<file path="config.mk">
export PLATFORM = sky130hd
export DESIGN_NAME = ssfs_top
export DESIGN_NICKNAME = d
export VERILOG_FILES = /design/src/logic/ssfs_pkg.sv /design/src/logic/ssfs_term_mux.sv /design/src/logic/ssfs_top.sv
export VERILOG_INCLUDE_DIRS = /design/src /design/src/logic
export SDC_FILE = /design/constraint.sdc
export NUM_CORES = 1
export LEC_CHECK = 0
export BUFFER_PORTS_ARGS = -buffer_cell sky130_fd_sc_hd__buf_2
export CAP_MARGIN = 20
export CORE_ASPECT_RATIO = 1.5
export CORE_MARGIN = 5
export CORE_UTILIZATION = 60
export DETAILED_ROUTE_END_ITERATION = 10
export HOLD_SLACK_MARGIN = 0.03
export PLACE_DENSITY_LB_ADDON = 0.05
export SYNTH_ARGS = -nofsm -noshare
export SYNTH_HDL_FRONTEND = slang
export SYNTH_SLANG_ARGS = --single-unit
</file>
<file path="constraint.sdc">
create_clock -name clk_sys -period 4.97 [get_ports clk_sys]
set_clock_uncertainty 0.05 [all_clocks]
set_input_delay 0.994 -clock clk_sys [delete_from_list [all_inputs] [get_ports clk_sys]]
set_output_delay 0.994 -clock clk_sys [all_outputs]
set_load 0.01 [all_outputs]
</file>
<file path="src/logic/ssfs_defs.svh">
// constants of the status output function selector: register map, option codes, flag positions, timing
// assumes a 25 MHz system clock and an 8-bit byte-addressed APB window
`ifndef SSFS_DEFS_SVH
`define SSFS_DEFS_SVH

// register byte offsets
`define SSFS_REG_TERM_SEL   8'h00
`define SSFS_REG_FB_LOW     8'h04
`define SSFS_REG_FB_HIGH    8'h08
`define SSFS_REG_WD_PERIOD  8'h0C
`define SSFS_REG_HEAT_THR   8'h10
`define SSFS_REG_LOAD_LVL   8'h14
`define SSFS_REG_LOGIC_A    8'h18
`define SSFS_REG_LOGIC_B    8'h1C
`define SSFS_REG_LOGIC_C    8'h20
`define SSFS_REG_GPO        8'h24
`define SSFS_REG_FLAGS      8'h28
`define SSFS_REG_IRQ_ST     8'h2C
`define SSFS_REG_IRQ_MASK   8'h30

// option codes
`define SSFS_OPT_FB2        8'h1F
`define SSFS_OPT_NET        8'h20
`define SSFS_OPT_LOG_A      8'h21
`define SSFS_OPT_LOG_B      8'h22
`define SSFS_OPT_LOG_C      8'h23
`define SSFS_OPT_CAP        8'h27
`define SSFS_OPT_FAN        8'h28
`define SSFS_OPT_START      8'h29
`define SSFS_OPT_HEAT       8'h2A
`define SSFS_OPT_LOAD       8'h2B
`define SSFS_OPT_MO_A       8'h2C
`define SSFS_OPT_MO_B       8'h2D
`define SSFS_OPT_NONE       8'hFF

// flag vector positions
`define SSFS_F_FB2          0
`define SSFS_F_NET          1
`define SSFS_F_LOG_A        2
`define SSFS_F_LOG_B        3
`define SSFS_F_LOG_C        4
`define SSFS_F_CAP          5
`define SSFS_F_FAN          6
`define SSFS_F_START        7
`define SSFS_F_HEAT         8
`define SSFS_F_LOAD         9
`define SSFS_F_MO_A         10
`define SSFS_F_MO_B         11
`define SSFS_NUM_FLAGS      12

// synchronised pin positions
`define SSFS_P_RUN          0
`define SSFS_P_FWD          1
`define SSFS_P_REV          2
`define SSFS_P_CAP          3
`define SSFS_P_FAN          4
`define SSFS_P_COMM         5

// logic function config fields and operators
`define SSFS_LC_SRC_A       3:0
`define SSFS_LC_SRC_B       7:4
`define SSFS_LC_OP          9:8
`define SSFS_OP_AND         2'h0
`define SSFS_OP_OR          2'h1
`define SSFS_OP_XOR         2'h2
`define SSFS_OP_NAND        2'h3

// reset values
`define SSFS_RST_TERM_SEL   32'hFFFFFFFF
`define SSFS_RST_VAL        16'h0000
`define SSFS_RST_LOGIC      10'h000

// timing: watchdog tick is one millisecond
`define SSFS_CLK_NS         40
`define SSFS_WD_TICK_NS     1000000
`define SSFS_WD_TICK_CYC    (`SSFS_WD_TICK_NS / `SSFS_CLK_NS)

`endif

</file>
<file path="src/logic/ssfs_pkg.sv">
// types of the status output function selector
// flag vector widths come from ssfs_defs.svh
`default_nettype none
`include "ssfs_defs.svh"

package ssfs_pkg;

  // state of the selector core
  typedef struct packed {
    logic [31:0]                     sel;
    logic [15:0]                     fb_low;
    logic [15:0]                     fb_high;
    logic [15:0]                     wd_period;
    logic [15:0]                     heat_thr;
    logic [15:0]                     load_lvl;
    logic [2:0][9:0]                 lcfg;
    logic [1:0]                      gpo;
    logic [`SSFS_NUM_FLAGS-1:0]      flags;
    logic [`SSFS_NUM_FLAGS-1:0]      irq_st;
    logic [`SSFS_NUM_FLAGS-1:0]      irq_mask;
    logic [5:0]                      sync1;
    logic [5:0]                      sync2;
    logic                            run_d;
    logic                            comm_d;
    logic [15:0]                     tick_cnt;
    logic [15:0]                     wd_cnt;
    logic                            pready;
    logic                            pslverr;
    logic [31:0]                     prdata;
    logic                            irq;
  } ssfs_state_s;

  // state of one terminal multiplexer
  typedef struct packed {
    logic out;
  } ssfs_mux_s;

endpackage
`default_nettype wire

</file>
<file path="src/logic/ssfs_term_mux.sv">
// one output terminal: routes the flag of the selected option code to a registered pin
// assumes flags and code come from logic on clk_sys
`timescale 1ns/1ps
`default_nettype none
`include "ssfs_defs.svh"

module ssfs_term_mux
  import ssfs_pkg::*;
(
  // clock and reset
  input  wire logic                       clk_sys,
  input  wire logic                       rst_n,
  // selection
  input  wire logic [7:0]                 code,
  input  wire logic [`SSFS_NUM_FLAGS-1:0] flags,
  // terminal
  output logic                            term_out
);

  ssfs_mux_s s;
  ssfs_mux_s n;

  // pick the flag for the code, unknown codes give low
  always_comb
  begin
    n = s;
    case (code)
      `SSFS_OPT_FB2:   n.out = flags[`SSFS_F_FB2];
      `SSFS_OPT_NET:   n.out = flags[`SSFS_F_NET];
      `SSFS_OPT_LOG_A: n.out = flags[`SSFS_F_LOG_A];
      `SSFS_OPT_LOG_B: n.out = flags[`SSFS_F_LOG_B];
      `SSFS_OPT_LOG_C: n.out = flags[`SSFS_F_LOG_C];
      `SSFS_OPT_CAP:   n.out = flags[`SSFS_F_CAP];
      `SSFS_OPT_FAN:   n.out = flags[`SSFS_F_FAN];
      `SSFS_OPT_START: n.out = flags[`SSFS_F_START];
      `SSFS_OPT_HEAT:  n.out = flags[`SSFS_F_HEAT];
      `SSFS_OPT_LOAD:  n.out = flags[`SSFS_F_LOAD];
      `SSFS_OPT_MO_A: n.out = flags[`SSFS_F_MO_A];
      `SSFS_OPT_MO_B: n.out = flags[`SSFS_F_MO_B];
      default:        n.out = 1'b0;
    endcase
  end

  // register the terminal
  always_ff @(posedge clk_sys)
  begin
    if (!rst_n)
      s <= '0;
    else
      s <= n;
  end

  assign term_out = s.out;

  // a selected general output reaches the pin one cycle later
  a_term_route_gpo: assert property (@(posedge clk_sys) disable iff (!rst_n)
    (code == `SSFS_OPT_MO_A) |=> (term_out == $past(flags[`SSFS_F_MO_A])))
    else $error("terminal does not follow general output a");

  // an unknown code keeps the pin low
  a_term_route_none: assert property (@(posedge clk_sys) disable iff (!rst_n)
    (code == `SSFS_OPT_NONE) |=> !term_out)
    else $error("terminal high with no function selected");

endmodule
`default_nettype wire

</file>
<file path="src/logic/ssfs_top.sv">
// status output function selector: computes drive status flags and routes them to output terminals
// assumes an APB master on clk_sys; drive pins are asynchronous; measured values come from clk_sys logic
//
// The implementer's own choices: the register offsets and the APB interface to the registers.
`timescale 1ns/1ps
`default_nettype none
`include "ssfs_defs.svh"

module ssfs_top
  import ssfs_pkg::*;
#(
  parameter int          NUM_TERM    = 2,
  parameter logic [15:0] WD_TICK_CYC = 16'(`SSFS_WD_TICK_CYC)
)
(
  // clock and reset
  input  wire logic                clk_sys,
  input  wire logic                rst_n,
  // apb slave
  input  wire logic                psel,
  input  wire logic                penable,
  input  wire logic                pwrite,
  input  wire logic [7:0]          paddr,
  input  wire logic [31:0]         pwdata,
  output logic [31:0]              prdata,
  output logic                     pready,
  output logic                     pslverr,
  // drive pins, asynchronous
  input  wire logic                run_state_in,
  input  wire logic                forward_run_command,
  input  wire logic                reverse_run_command,
  input  wire logic                capacitor_life_expired,
  input  wire logic                cooling_fan_life_expired,
  input  wire logic                comm_activity,
  // measured values, on clk_sys
  input  wire logic [15:0]         process_feedback_value,
  input  wire logic [15:0]         heatsink_temp,
  input  wire logic [15:0]         motor_current,
  // terminals and interrupt
  output logic [NUM_TERM-1:0]      term_out,
  output logic                     irq
);

  ssfs_state_s s;
  ssfs_state_s n;

  // decoded helpers
  logic                         run;
  logic                         comm_pulse;
  logic                         tick;
  logic                         setup;
  logic                         access_w;
  logic                         access_r;
  logic                         mapped;
  logic [31:0]                  rd_word;
  logic [`SSFS_NUM_FLAGS-1:0]   rise;
  logic [`SSFS_NUM_FLAGS-1:0]   clr;

  assign run        = s.sync2[`SSFS_P_RUN];
  assign comm_pulse = s.sync2[`SSFS_P_COMM] & ~s.comm_d;
  assign tick       = (s.tick_cnt == WD_TICK_CYC - 16'h0001);
  assign setup      = psel & ~penable;
  assign access_w   = psel & penable & s.pready & pwrite;
  assign access_r   = psel & penable & s.pready & ~pwrite;

  // result of one configurable Boolean function over the previous flags
  function automatic logic logic_eval(input logic [9:0] cfg, input logic [`SSFS_NUM_FLAGS-1:0] f);
    logic a;
    logic b;
    logic r;
    a = (cfg[`SSFS_LC_SRC_A] < 4'(`SSFS_NUM_FLAGS)) ? f[cfg[`SSFS_LC_SRC_A]] : 1'b0;
    b = (cfg[`SSFS_LC_SRC_B] < 4'(`SSFS_NUM_FLAGS)) ? f[cfg[`SSFS_LC_SRC_B]] : 1'b0;
    case (cfg[`SSFS_LC_OP])
      `SSFS_OP_AND: r = a & b;
      `SSFS_OP_OR:  r = a | b;
      `SSFS_OP_XOR: r = a ^ b;
      default:      r = ~(a & b);
    endcase
    return r;
  endfunction

  // read mux and address decode
  always_comb
  begin
    rd_word = 32'h00000000;
    mapped  = 1'b1;
    case (paddr)
      `SSFS_REG_TERM_SEL:  rd_word = s.sel;
      `SSFS_REG_FB_LOW:    rd_word = {16'h0000, s.fb_low};
      `SSFS_REG_FB_HIGH:   rd_word = {16'h0000, s.fb_high};
      `SSFS_REG_WD_PERIOD: rd_word = {16'h0000, s.wd_period};
      `SSFS_REG_HEAT_THR:  rd_word = {16'h0000, s.heat_thr};
      `SSFS_REG_LOAD_LVL:  rd_word = {16'h0000, s.load_lvl};
      `SSFS_REG_LOGIC_A:   rd_word = {22'h000000, s.lcfg[0]};
      `SSFS_REG_LOGIC_B:   rd_word = {22'h000000, s.lcfg[1]};
      `SSFS_REG_LOGIC_C:   rd_word = {22'h000000, s.lcfg[2]};
      `SSFS_REG_GPO:       rd_word = {30'h00000000, s.gpo};
      `SSFS_REG_FLAGS:     rd_word = {20'h00000, s.flags};
      `SSFS_REG_IRQ_ST:    rd_word = {20'h00000, s.irq_st};
      `SSFS_REG_IRQ_MASK:  rd_word = {20'h00000, s.irq_mask};
      default:             mapped  = 1'b0;
    endcase
  end

  // next state of the whole core
  always_comb
  begin
    n = s;
    rise = '0;
    clr  = '0;
    // two-stage synchronisers for the drive pins
    n.sync1  = {comm_activity, cooling_fan_life_expired, capacitor_life_expired,
                reverse_run_command, forward_run_command, run_state_in};
    n.sync2  = s.sync1;
    n.run_d  = run;
    n.comm_d = s.sync2[`SSFS_P_COMM];
    // millisecond tick for the watchdog
    n.tick_cnt = tick ? 16'h0000 : 16'(s.tick_cnt + 16'h0001);
    // watchdog restarts on traffic, counts up to the period and holds there
    if (comm_pulse)
      n.wd_cnt = 16'h0000;
    else if (tick && (s.wd_period != 16'h0000) && (s.wd_cnt < s.wd_period))
      n.wd_cnt = 16'(s.wd_cnt + 16'h0001);
    n.flags[`SSFS_F_NET] = !comm_pulse && (s.wd_period != 16'h0000)
                           && (n.wd_cnt >= s.wd_period);
    // feedback second stage: clear has priority over set
    if ((process_feedback_value > s.fb_high) || (s.run_d && !run))
      n.flags[`SSFS_F_FB2] = 1'b0;
    else if (run && (process_feedback_value < s.fb_low))
      n.flags[`SSFS_F_FB2] = 1'b1;
    // logic functions
    n.flags[`SSFS_F_LOG_A] = logic_eval(s.lcfg[0], s.flags);
    n.flags[`SSFS_F_LOG_B] = logic_eval(s.lcfg[1], s.flags);
    n.flags[`SSFS_F_LOG_C] = logic_eval(s.lcfg[2], s.flags);
    // level flags re-evaluated every cycle
    n.flags[`SSFS_F_CAP]   = s.sync2[`SSFS_P_CAP];
    n.flags[`SSFS_F_FAN]   = s.sync2[`SSFS_P_FAN];
    n.flags[`SSFS_F_START] = s.sync2[`SSFS_P_FWD] ^ s.sync2[`SSFS_P_REV];
    n.flags[`SSFS_F_HEAT]  = heatsink_temp > s.heat_thr;
    n.flags[`SSFS_F_LOAD]  = motor_current < s.load_lvl;
    n.flags[`SSFS_F_MO_A] = s.gpo[0];
    n.flags[`SSFS_F_MO_B] = s.gpo[1];
    // apb: answer in the first access cycle
    n.pready  = setup;
    n.pslverr = setup & ~mapped;
    if (setup)
      n.prdata = rd_word;
    if (access_w && mapped)
    begin
      case (paddr)
        `SSFS_REG_TERM_SEL:  n.sel       = pwdata;
        `SSFS_REG_FB_LOW:    n.fb_low    = pwdata[15:0];
        `SSFS_REG_FB_HIGH:   n.fb_high   = pwdata[15:0];
        `SSFS_REG_WD_PERIOD: n.wd_period = pwdata[15:0];
        `SSFS_REG_HEAT_THR:  n.heat_thr  = pwdata[15:0];
        `SSFS_REG_LOAD_LVL:  n.load_lvl  = pwdata[15:0];
        `SSFS_REG_LOGIC_A:   n.lcfg[0]   = pwdata[9:0];
        `SSFS_REG_LOGIC_B:   n.lcfg[1]   = pwdata[9:0];
        `SSFS_REG_LOGIC_C:   n.lcfg[2]   = pwdata[9:0];
        `SSFS_REG_GPO:       n.gpo       = pwdata[1:0];
        `SSFS_REG_IRQ_MASK:  n.irq_mask  = pwdata[`SSFS_NUM_FLAGS-1:0];
        default:             n.gpo       = s.gpo;
      endcase
    end
    // a read of the status clears only the bits it returned; new rises win
    if (access_r && (paddr == `SSFS_REG_IRQ_ST))
      clr = s.prdata[`SSFS_NUM_FLAGS-1:0];
    rise     = n.flags & ~s.flags;
    n.irq_st = (s.irq_st & ~clr) | rise;
    n.irq    = |(n.irq_st & n.irq_mask);
  end

  // register the state
  always_ff @(posedge clk_sys)
  begin
    if (!rst_n)
    begin
      s           <= '0;
      s.sel       <= `SSFS_RST_TERM_SEL;
      s.fb_low    <= `SSFS_RST_VAL;
      s.fb_high   <= `SSFS_RST_VAL;
      s.wd_period <= `SSFS_RST_VAL;
      s.heat_thr  <= `SSFS_RST_VAL;
      s.load_lvl  <= `SSFS_RST_VAL;
      s.lcfg      <= {3{`SSFS_RST_LOGIC}};
    end
    else
      s <= n;
  end

  // one multiplexer per terminal
  genvar gi;
  generate
    for (gi = 0; gi < NUM_TERM; gi++)
    begin : g_term
      ssfs_term_mux i_ssfs_term_mux (
        .clk_sys  (clk_sys),
        .rst_n    (rst_n),
        .code     (s.sel[8*gi +: 8]),
        .flags    (s.flags),
        .term_out (term_out[gi])
      );
    end
  endgenerate

  // outputs straight from flip-flops
  assign prdata  = s.prdata;
  assign pready  = s.pready;
  assign pslverr = s.pslverr;
  assign irq     = s.irq;

  // feedback flag sets while running below the low limit
  a_fb2_set: assert property (@(posedge clk_sys) disable iff (!rst_n)
    (run && s.run_d && (process_feedback_value < s.fb_low) && !(process_feedback_value > s.fb_high))
    |=> s.flags[`SSFS_F_FB2])
    else $error("feedback flag did not set");

  // feedback flag clears above the high limit or on stop
  a_fb2_clear: assert property (@(posedge clk_sys) disable iff (!rst_n)
    ((process_feedback_value > s.fb_high) || (s.run_d && !run)) |=> !s.flags[`SSFS_F_FB2])
    else $error("feedback flag did not clear");

  // while the drive stays stopped the feedback flag cannot come back
  a_fb2_stopped: assert property (@(posedge clk_sys) disable iff (!rst_n)
    (!run && !s.run_d) |=> !s.flags[`SSFS_F_FB2])
    else $error("feedback flag set while the drive is stopped");

  // watchdog expiry sets the network flag, traffic clears it
  a_net_expire: assert property (@(posedge clk_sys) disable iff (!rst_n)
    ((s.wd_period != 16'h0000) && (s.wd_cnt == s.wd_period) && !comm_pulse) |=> s.flags[`SSFS_F_NET])
    else $error("network flag missing after watchdog expiry");

  a_net_traffic: assert property (@(posedge clk_sys) disable iff (!rst_n)
    comm_pulse |=> !s.flags[`SSFS_F_NET] ##1 (s.wd_cnt == 16'h0000 || s.wd_cnt == 16'h0001))
    else $error("network flag or watchdog not restarted by traffic");

  // an AND function with a low source gives low
  a_logic_and: assert property (@(posedge clk_sys) disable iff (!rst_n)
    ((s.lcfg[0][`SSFS_LC_OP] == `SSFS_OP_AND) && !s.flags[`SSFS_F_MO_B]
     && (s.lcfg[0][`SSFS_LC_SRC_B] == 4'(`SSFS_F_MO_B))) |=> !s.flags[`SSFS_F_LOG_A])
    else $error("logic function a high with a low input");

  // life warnings follow the pins through the synchroniser
  a_cap_life: assert property (@(posedge clk_sys) disable iff (!rst_n)
    capacitor_life_expired [*4] |-> s.flags[`SSFS_F_CAP])
    else $error("capacitor warning not on after expiry");

  a_fan_life: assert property (@(posedge clk_sys) disable iff (!rst_n)
    !cooling_fan_life_expired [*4] |-> !s.flags[`SSFS_F_FAN])
    else $error("fan warning on without expiry");

  // start contact is exclusive or of the commands
  a_start_contact: assert property (@(posedge clk_sys) disable iff (!rst_n)
    (s.sync2[`SSFS_P_FWD] && s.sync2[`SSFS_P_REV]) |=> !s.flags[`SSFS_F_START])
    else $error("start contact on with both commands");

  a_start_one: assert property (@(posedge clk_sys) disable iff (!rst_n)
    (s.sync2[`SSFS_P_FWD] != s.sync2[`SSFS_P_REV]) |=> s.flags[`SSFS_F_START])
    else $error("start contact off with one command");

  // measured values against their thresholds, both directions
  a_heat_warn: assert property (@(posedge clk_sys) disable iff (!rst_n)
    (heatsink_temp > s.heat_thr) |=> s.flags[`SSFS_F_HEAT])
    else $error("overheat warning missing");

  a_heat_clear: assert property (@(posedge clk_sys) disable iff (!rst_n)
    (heatsink_temp <= s.heat_thr) |=> !s.flags[`SSFS_F_HEAT])
    else $error("overheat warning on at or below threshold");

  a_low_load: assert property (@(posedge clk_sys) disable iff (!rst_n)
    (motor_current >= s.load_lvl) |=> !s.flags[`SSFS_F_LOAD])
    else $error("low load flag on with enough current");

  a_load_set: assert property (@(posedge clk_sys) disable iff (!rst_n)
    (motor_current < s.load_lvl) |=> s.flags[`SSFS_F_LOAD])
    else $error("low load flag missing with low current");

  // general output flags follow the software bits one cycle later
  a_gpo_flags: assert property (@(posedge clk_sys) disable iff (!rst_n)
    1'b1 |=> (s.flags[`SSFS_F_MO_B:`SSFS_F_MO_A] == $past(s.gpo)))
    else $error("general output flags do not follow the register");

  // the bus answers in the first access cycle, with an error for unmapped addresses
  a_apb_ready: assert property (@(posedge clk_sys) disable iff (!rst_n)
    setup |=> (pready && (pslverr == $past(!mapped))))
    else $error("bus answer missing or error flag wrong");

  // the answer stands for one cycle only
  a_apb_pulse: assert property (@(posedge clk_sys) disable iff (!rst_n)
    pready |=> !pready)
    else $error("bus ready held longer than one cycle");

  // reset leaves every flag cleared
  a_reset_clear: assert property (@(posedge clk_sys)
    !rst_n |=> (s.flags == '0))
    else $error("flags not cleared by reset");

endmodule
`default_nettype wire

</file>
* After elaboration in Yosys (flattened, before gate mapping)
Index checks and enable logic that the tools add are counted.
Storage, ports and cells: flip-flop bits (word level) 263, output and inout bits 37
Operators by class: $add $sub $neg 2, $lt $le $gt $ge 18, eq/ne operators 43, muxes and demuxes 32, bitwise gates (word level) 31, reductions and logical operators 29
Operators by type and width (count):
- case mux 32 bit (13 select lines) | 1
- equality test 8 x 6 -> 1 bit (second input constant) | 27
- equality test 8 x 5 -> 1 bit (second input constant) | 6
- < comparator 16 bit | 3
- AND 12 bit | 3
- 2-to-1 mux 12 bit | 3
- adder 16 x 1 -> 16 bit (second input constant) | 2
- greater-than comparator 16 bit | 2
- 2-to-1 mux 16 bit | 2
- < comparator 4 x 5 -> 1 bit (second input constant) | 6
- binary-select mux 1 bit (select 4 bit) | 6
- < comparator 4 bit (second input constant) | 6
- inverter 12 bit | 2
- case mux 1 bit (12 select lines) | 2
- AND reduction 2 bit | 10
- equality test 16 x 15 -> 1 bit (second input constant) | 1
- equality test 8 x 4 -> 1 bit (second input constant) | 2
- >= comparator 16 bit | 1
- nonzero test 16 bit | 1
- 2-to-1 mux 1 bit | 15
- OR reduction 13 bit | 1
- OR 12 bit | 1
- OR reduction 12 bit | 1
- AND 1 bit | 10
- other kinds (13) | 41

* Longest topological paths before layout
depth in word-level cells 11, mapped depth 17

* Modules after synthesis
From an unflattened synthesis, not the netlist that was laid out.
Unflattened totals: cells, all modules 1720, area, all modules 13949.6 um^2
Modules (own cells, without submodules):
- ssfs_top | times used 1, cells an instance 1674, area an instance 13579.3 um^2
- ssfs_term_mux | times used 2, cells an instance 23, area an instance 185.2 um^2

* Worst setup path before layout
Ideal clock, no wire load.
kind reg-to-reg, from reg s[63] (netlist name), to reg s (netlist bit irq), data arrival time 3939 ps, required time 4784 ps, setup slack 845 ps, stages on the path, launching flop included 16, clock period less this slack 4125 ps, cell sequence dfxtp_1 or4_1 or4_1 nor3_1 o211a_1 o211ai_1 or4_1 a21oi_1 ha_1 a211oi_1 o21ai_0 o211ai_1 a21oi_1 o311ai_0 a21o_1 o2111ai_1
RTL lines:
- start, declared | line ssfs_top.sv:44 | ssfs_state_s s;
- start signal, assigned | line ssfs_top.sv:188 | s <= n;

==> results.yml <==
drt:
  antenna_left: 0
  wl_um: 46030
  num_vias: 12650
  routed_via_density: 6.244
  drc: 0
  first_pass_iters: 6
  drt_first_iter_violations: 1212
  post_drt_wl_per_cell_um: 22.73
power:
  power_density_nw_per_um2: 288.7
  power_leakage_nw: 6.256
  ir_drop_uv: 345.9
min_path:
  worst_hold_path_type: "reg2reg"
  hp-start: "n[70]"
logic_synthesis:
  async_flop_share_pct: 0
  synth_flop_cell: "dfxtp_1"
  synth_area_per_cell_sq_um: 8.669
  synth_common_cells: "dfxtp_1, nor2_1, nand2_1"
  ys_ff_latch: 263
  synth.distinct_cells: 63
  synth_area_sq_um: 14070
  synth_edf_count: 0
  synth.most_common_cell: "dfxtp_1"
  synth_top_area_share_pct: 37.42
  yosys_warnings: 0
  yosysSeqAreaShare_pct: 37.42
  synthTopCellsByArea: "dfxtp_1, ha_1, mux2i_1, nor2_1, nand2_1"
  netlist_instances: 1623
  yosysTopAreaCell: "dfxtp_1"
  synth_nets: 1823
worst_setup_path:
  worstPathCellList: "or4_1 -> or4_1 -> nor3_1 -> o211a_1 -> o211ai_1 -> or4_1 -> a21oi_1 -> ha_1 -> a211oi_1 -> o21ai_0 -> o211ai_1 -> a21oi_1 -> o311ai_1 -> a21o_1 -> o2111ai_1"
  reg2reg_from: "s[63]"
  crit_start: "s[63]"
  critical_path.endpoint_type: "flip-flop"
  worstSetupStartpointType: "flip-flop"
  cp_max_fo: 8
  path_class: "reg2reg"
  cp.required_ps: 5320
  crit_top_cell: "or4_1"
  slowest_stage: "or4_1"
  path_buf_inv: 0
  critPathArrivalTime_ps: 4990
  max_stage_delay_ps: 630
  crit_family: "compound AO/OA/AOI/OAI gates"
layout:
  instances_no_fill: 2025
  fin_util_pct: 68.14
  drive_above_1_share_pct: 14.62
  antennaDiodeCount: 0
  syn_to_final_growth_pct: 11.67
  fillCellCount: 1965
  nets: 1890
die:
  io_pins: 136
  die_w_um: 135.0
  start_util_pct: 61.02
  core_area_sq_um: 23060
  dieArea_sq_um: 26680
  die_y_um: 197.6
  rows: 68
timing:
  fin_crit_sh_pct: 93.25
  setup_violations: 0
  fin_setup_tns_ps: 0
  finalHoldViolCount: 0
  slew_viol_final: 0
  rsz0062_at_grt: "no"
  tightest_slew_ps: 1158
  fin_ws_ps: 335.4
  slew_headroom_pct: 22.74
  period_needed_ps: 4635
  max_freq_mhz: 215.8
  whs_ps: 381.5
placement:
  portBuffers: 135
  hpwl_um: 33390
  place_congestion: 0.9749
  dp_cells: 1976
  pre_cts_slack_ps: 237.1
grt:
  grt_use_met3_pct: 5.403
  grt_use_met2_pct: 57.73
  grt_pass1_vias: 12350
  busiest_layer: "met2"
  grt_max_degree: 90
  met1_usage_pct: 39.14
  grt.overflow.total: 0
  grt_use_total_pct: 33.68
  antenna_found_initial: 0
  grt_pass1_wl_um: 69780
clocking:
  cts_tree: "done"
  clock_latency_ps: 540
  cts_made_buffers: 27
  h-tree-depth: 1
  clock-sinks: 263
  cts_setup_buffers: 0
  clockBufferDepth: 3
  clk_pin_slew_ps: 60
  root_buffer: "clkbuf_16"
run:
  drv_cap: 0
outcome:
  status: "completed"
==> sequential cells by signal, summed over array words and instances, names as in the netlist <==
name,cells
s,214
prdata,32
n,12
g_term.i_ssfs_term_mux.term_out,2
irq,1
pready,1
pslverr,1
==> logic make-up (layout without fill, tap and decap cells) <==
| group | after synthesis | count (layout) | synth area share [%] |
|---|---|---|---|
| AND/OR/NAND/NOR | 569 | 569 | 18.98 |
| multiplexers | 140 | 140 | 11.85 |
| flip-flops | 263 | 263 | 37.42 |
| XOR/XNOR | 22 | 22 | 1.370 |
| buffers and inverters | 230 | 317 | 7.185 |
| AO/OA/AOI/OAI | 298 | 298 | 14.22 |
| adder cells (fa/ha/maj) | 101 | 101 | 8.982 |
==> report_power, final <==
group | switching (mW) | total (mW) | internal, mW
Combinational | 0.166 | 0.259 | 0.0930
Clock | 0.878 | 2.13 | 1.25
Sequential | 0.0220 | 2.15 | 2.13
==> layout by cell type, fill, tap and decap left out, types with 10 or more instances in the layout <==
cell type / instances
a21oi_1: 87
a221oi_1: 31
a22o_1: 23
a22oi_1: 25
a31oi_1: 13
and2_1: 27
and3_1: 23
buf_2: 135
buf_4: 23
clkbuf_16: 27
dfxtp_1: 263
ha_1: 101
inv_1: 107
mux2i_1: 117
mux4_2: 21
nand2_1: 153
nand3_1: 65
nand3b_1: 11
nand4_1: 23
nor2_1: 184
nor2b_1: 11
nor3_1: 10
o21ai_0: 47
or4_1: 11
xor2_1: 13
==> per-stage QoR <==
step,area (sq um),power [mW]
floorplan,14070,2.334
global placement,14780,2.446
detailed placement,14790,2.452
CTS,15710,4.547
global route,15710,4.669
finish,15710,4.536
==> final cells by class <==
type | instances | area, sq um | area share, %
inverter | 108 | 407.9 | 2.596
sequential | 263 | 5265 | 33.51
tap | 315 | 394.1 | 2.509
clock buffer | 32 | 724.4 | 4.611
multi-input combinational | 1130 | 7844 | 49.92
timing repair buffer | 160 | 879.6 | 5.598
clock inverter | 17 | 196.4 | 1.250
==> repair_timing <==
item / in CTS / in global routing
hold buffers: 0 / 0
gates resized for setup: 0 / 1
endpoints found under the setup margin: 0 / 1
==> metal layers <==
metal  wire, um  part of all wire [%]
met5          0                     0
met4       3332                   7.2
met3       3288                   7.1
met2      22370                    49
met1      17040                    37
==> worst paths after layout <==
kind | end | slack (ps) | cells after the start
setup / recovery | irq | 340 | 15
hold / removal | s[70] | 380 | 1
hold reg to reg | s[70] | 380 | 1
setup reg to reg | irq | 340 | 15
No activity file was read; power rests on OpenSTA's default activity.
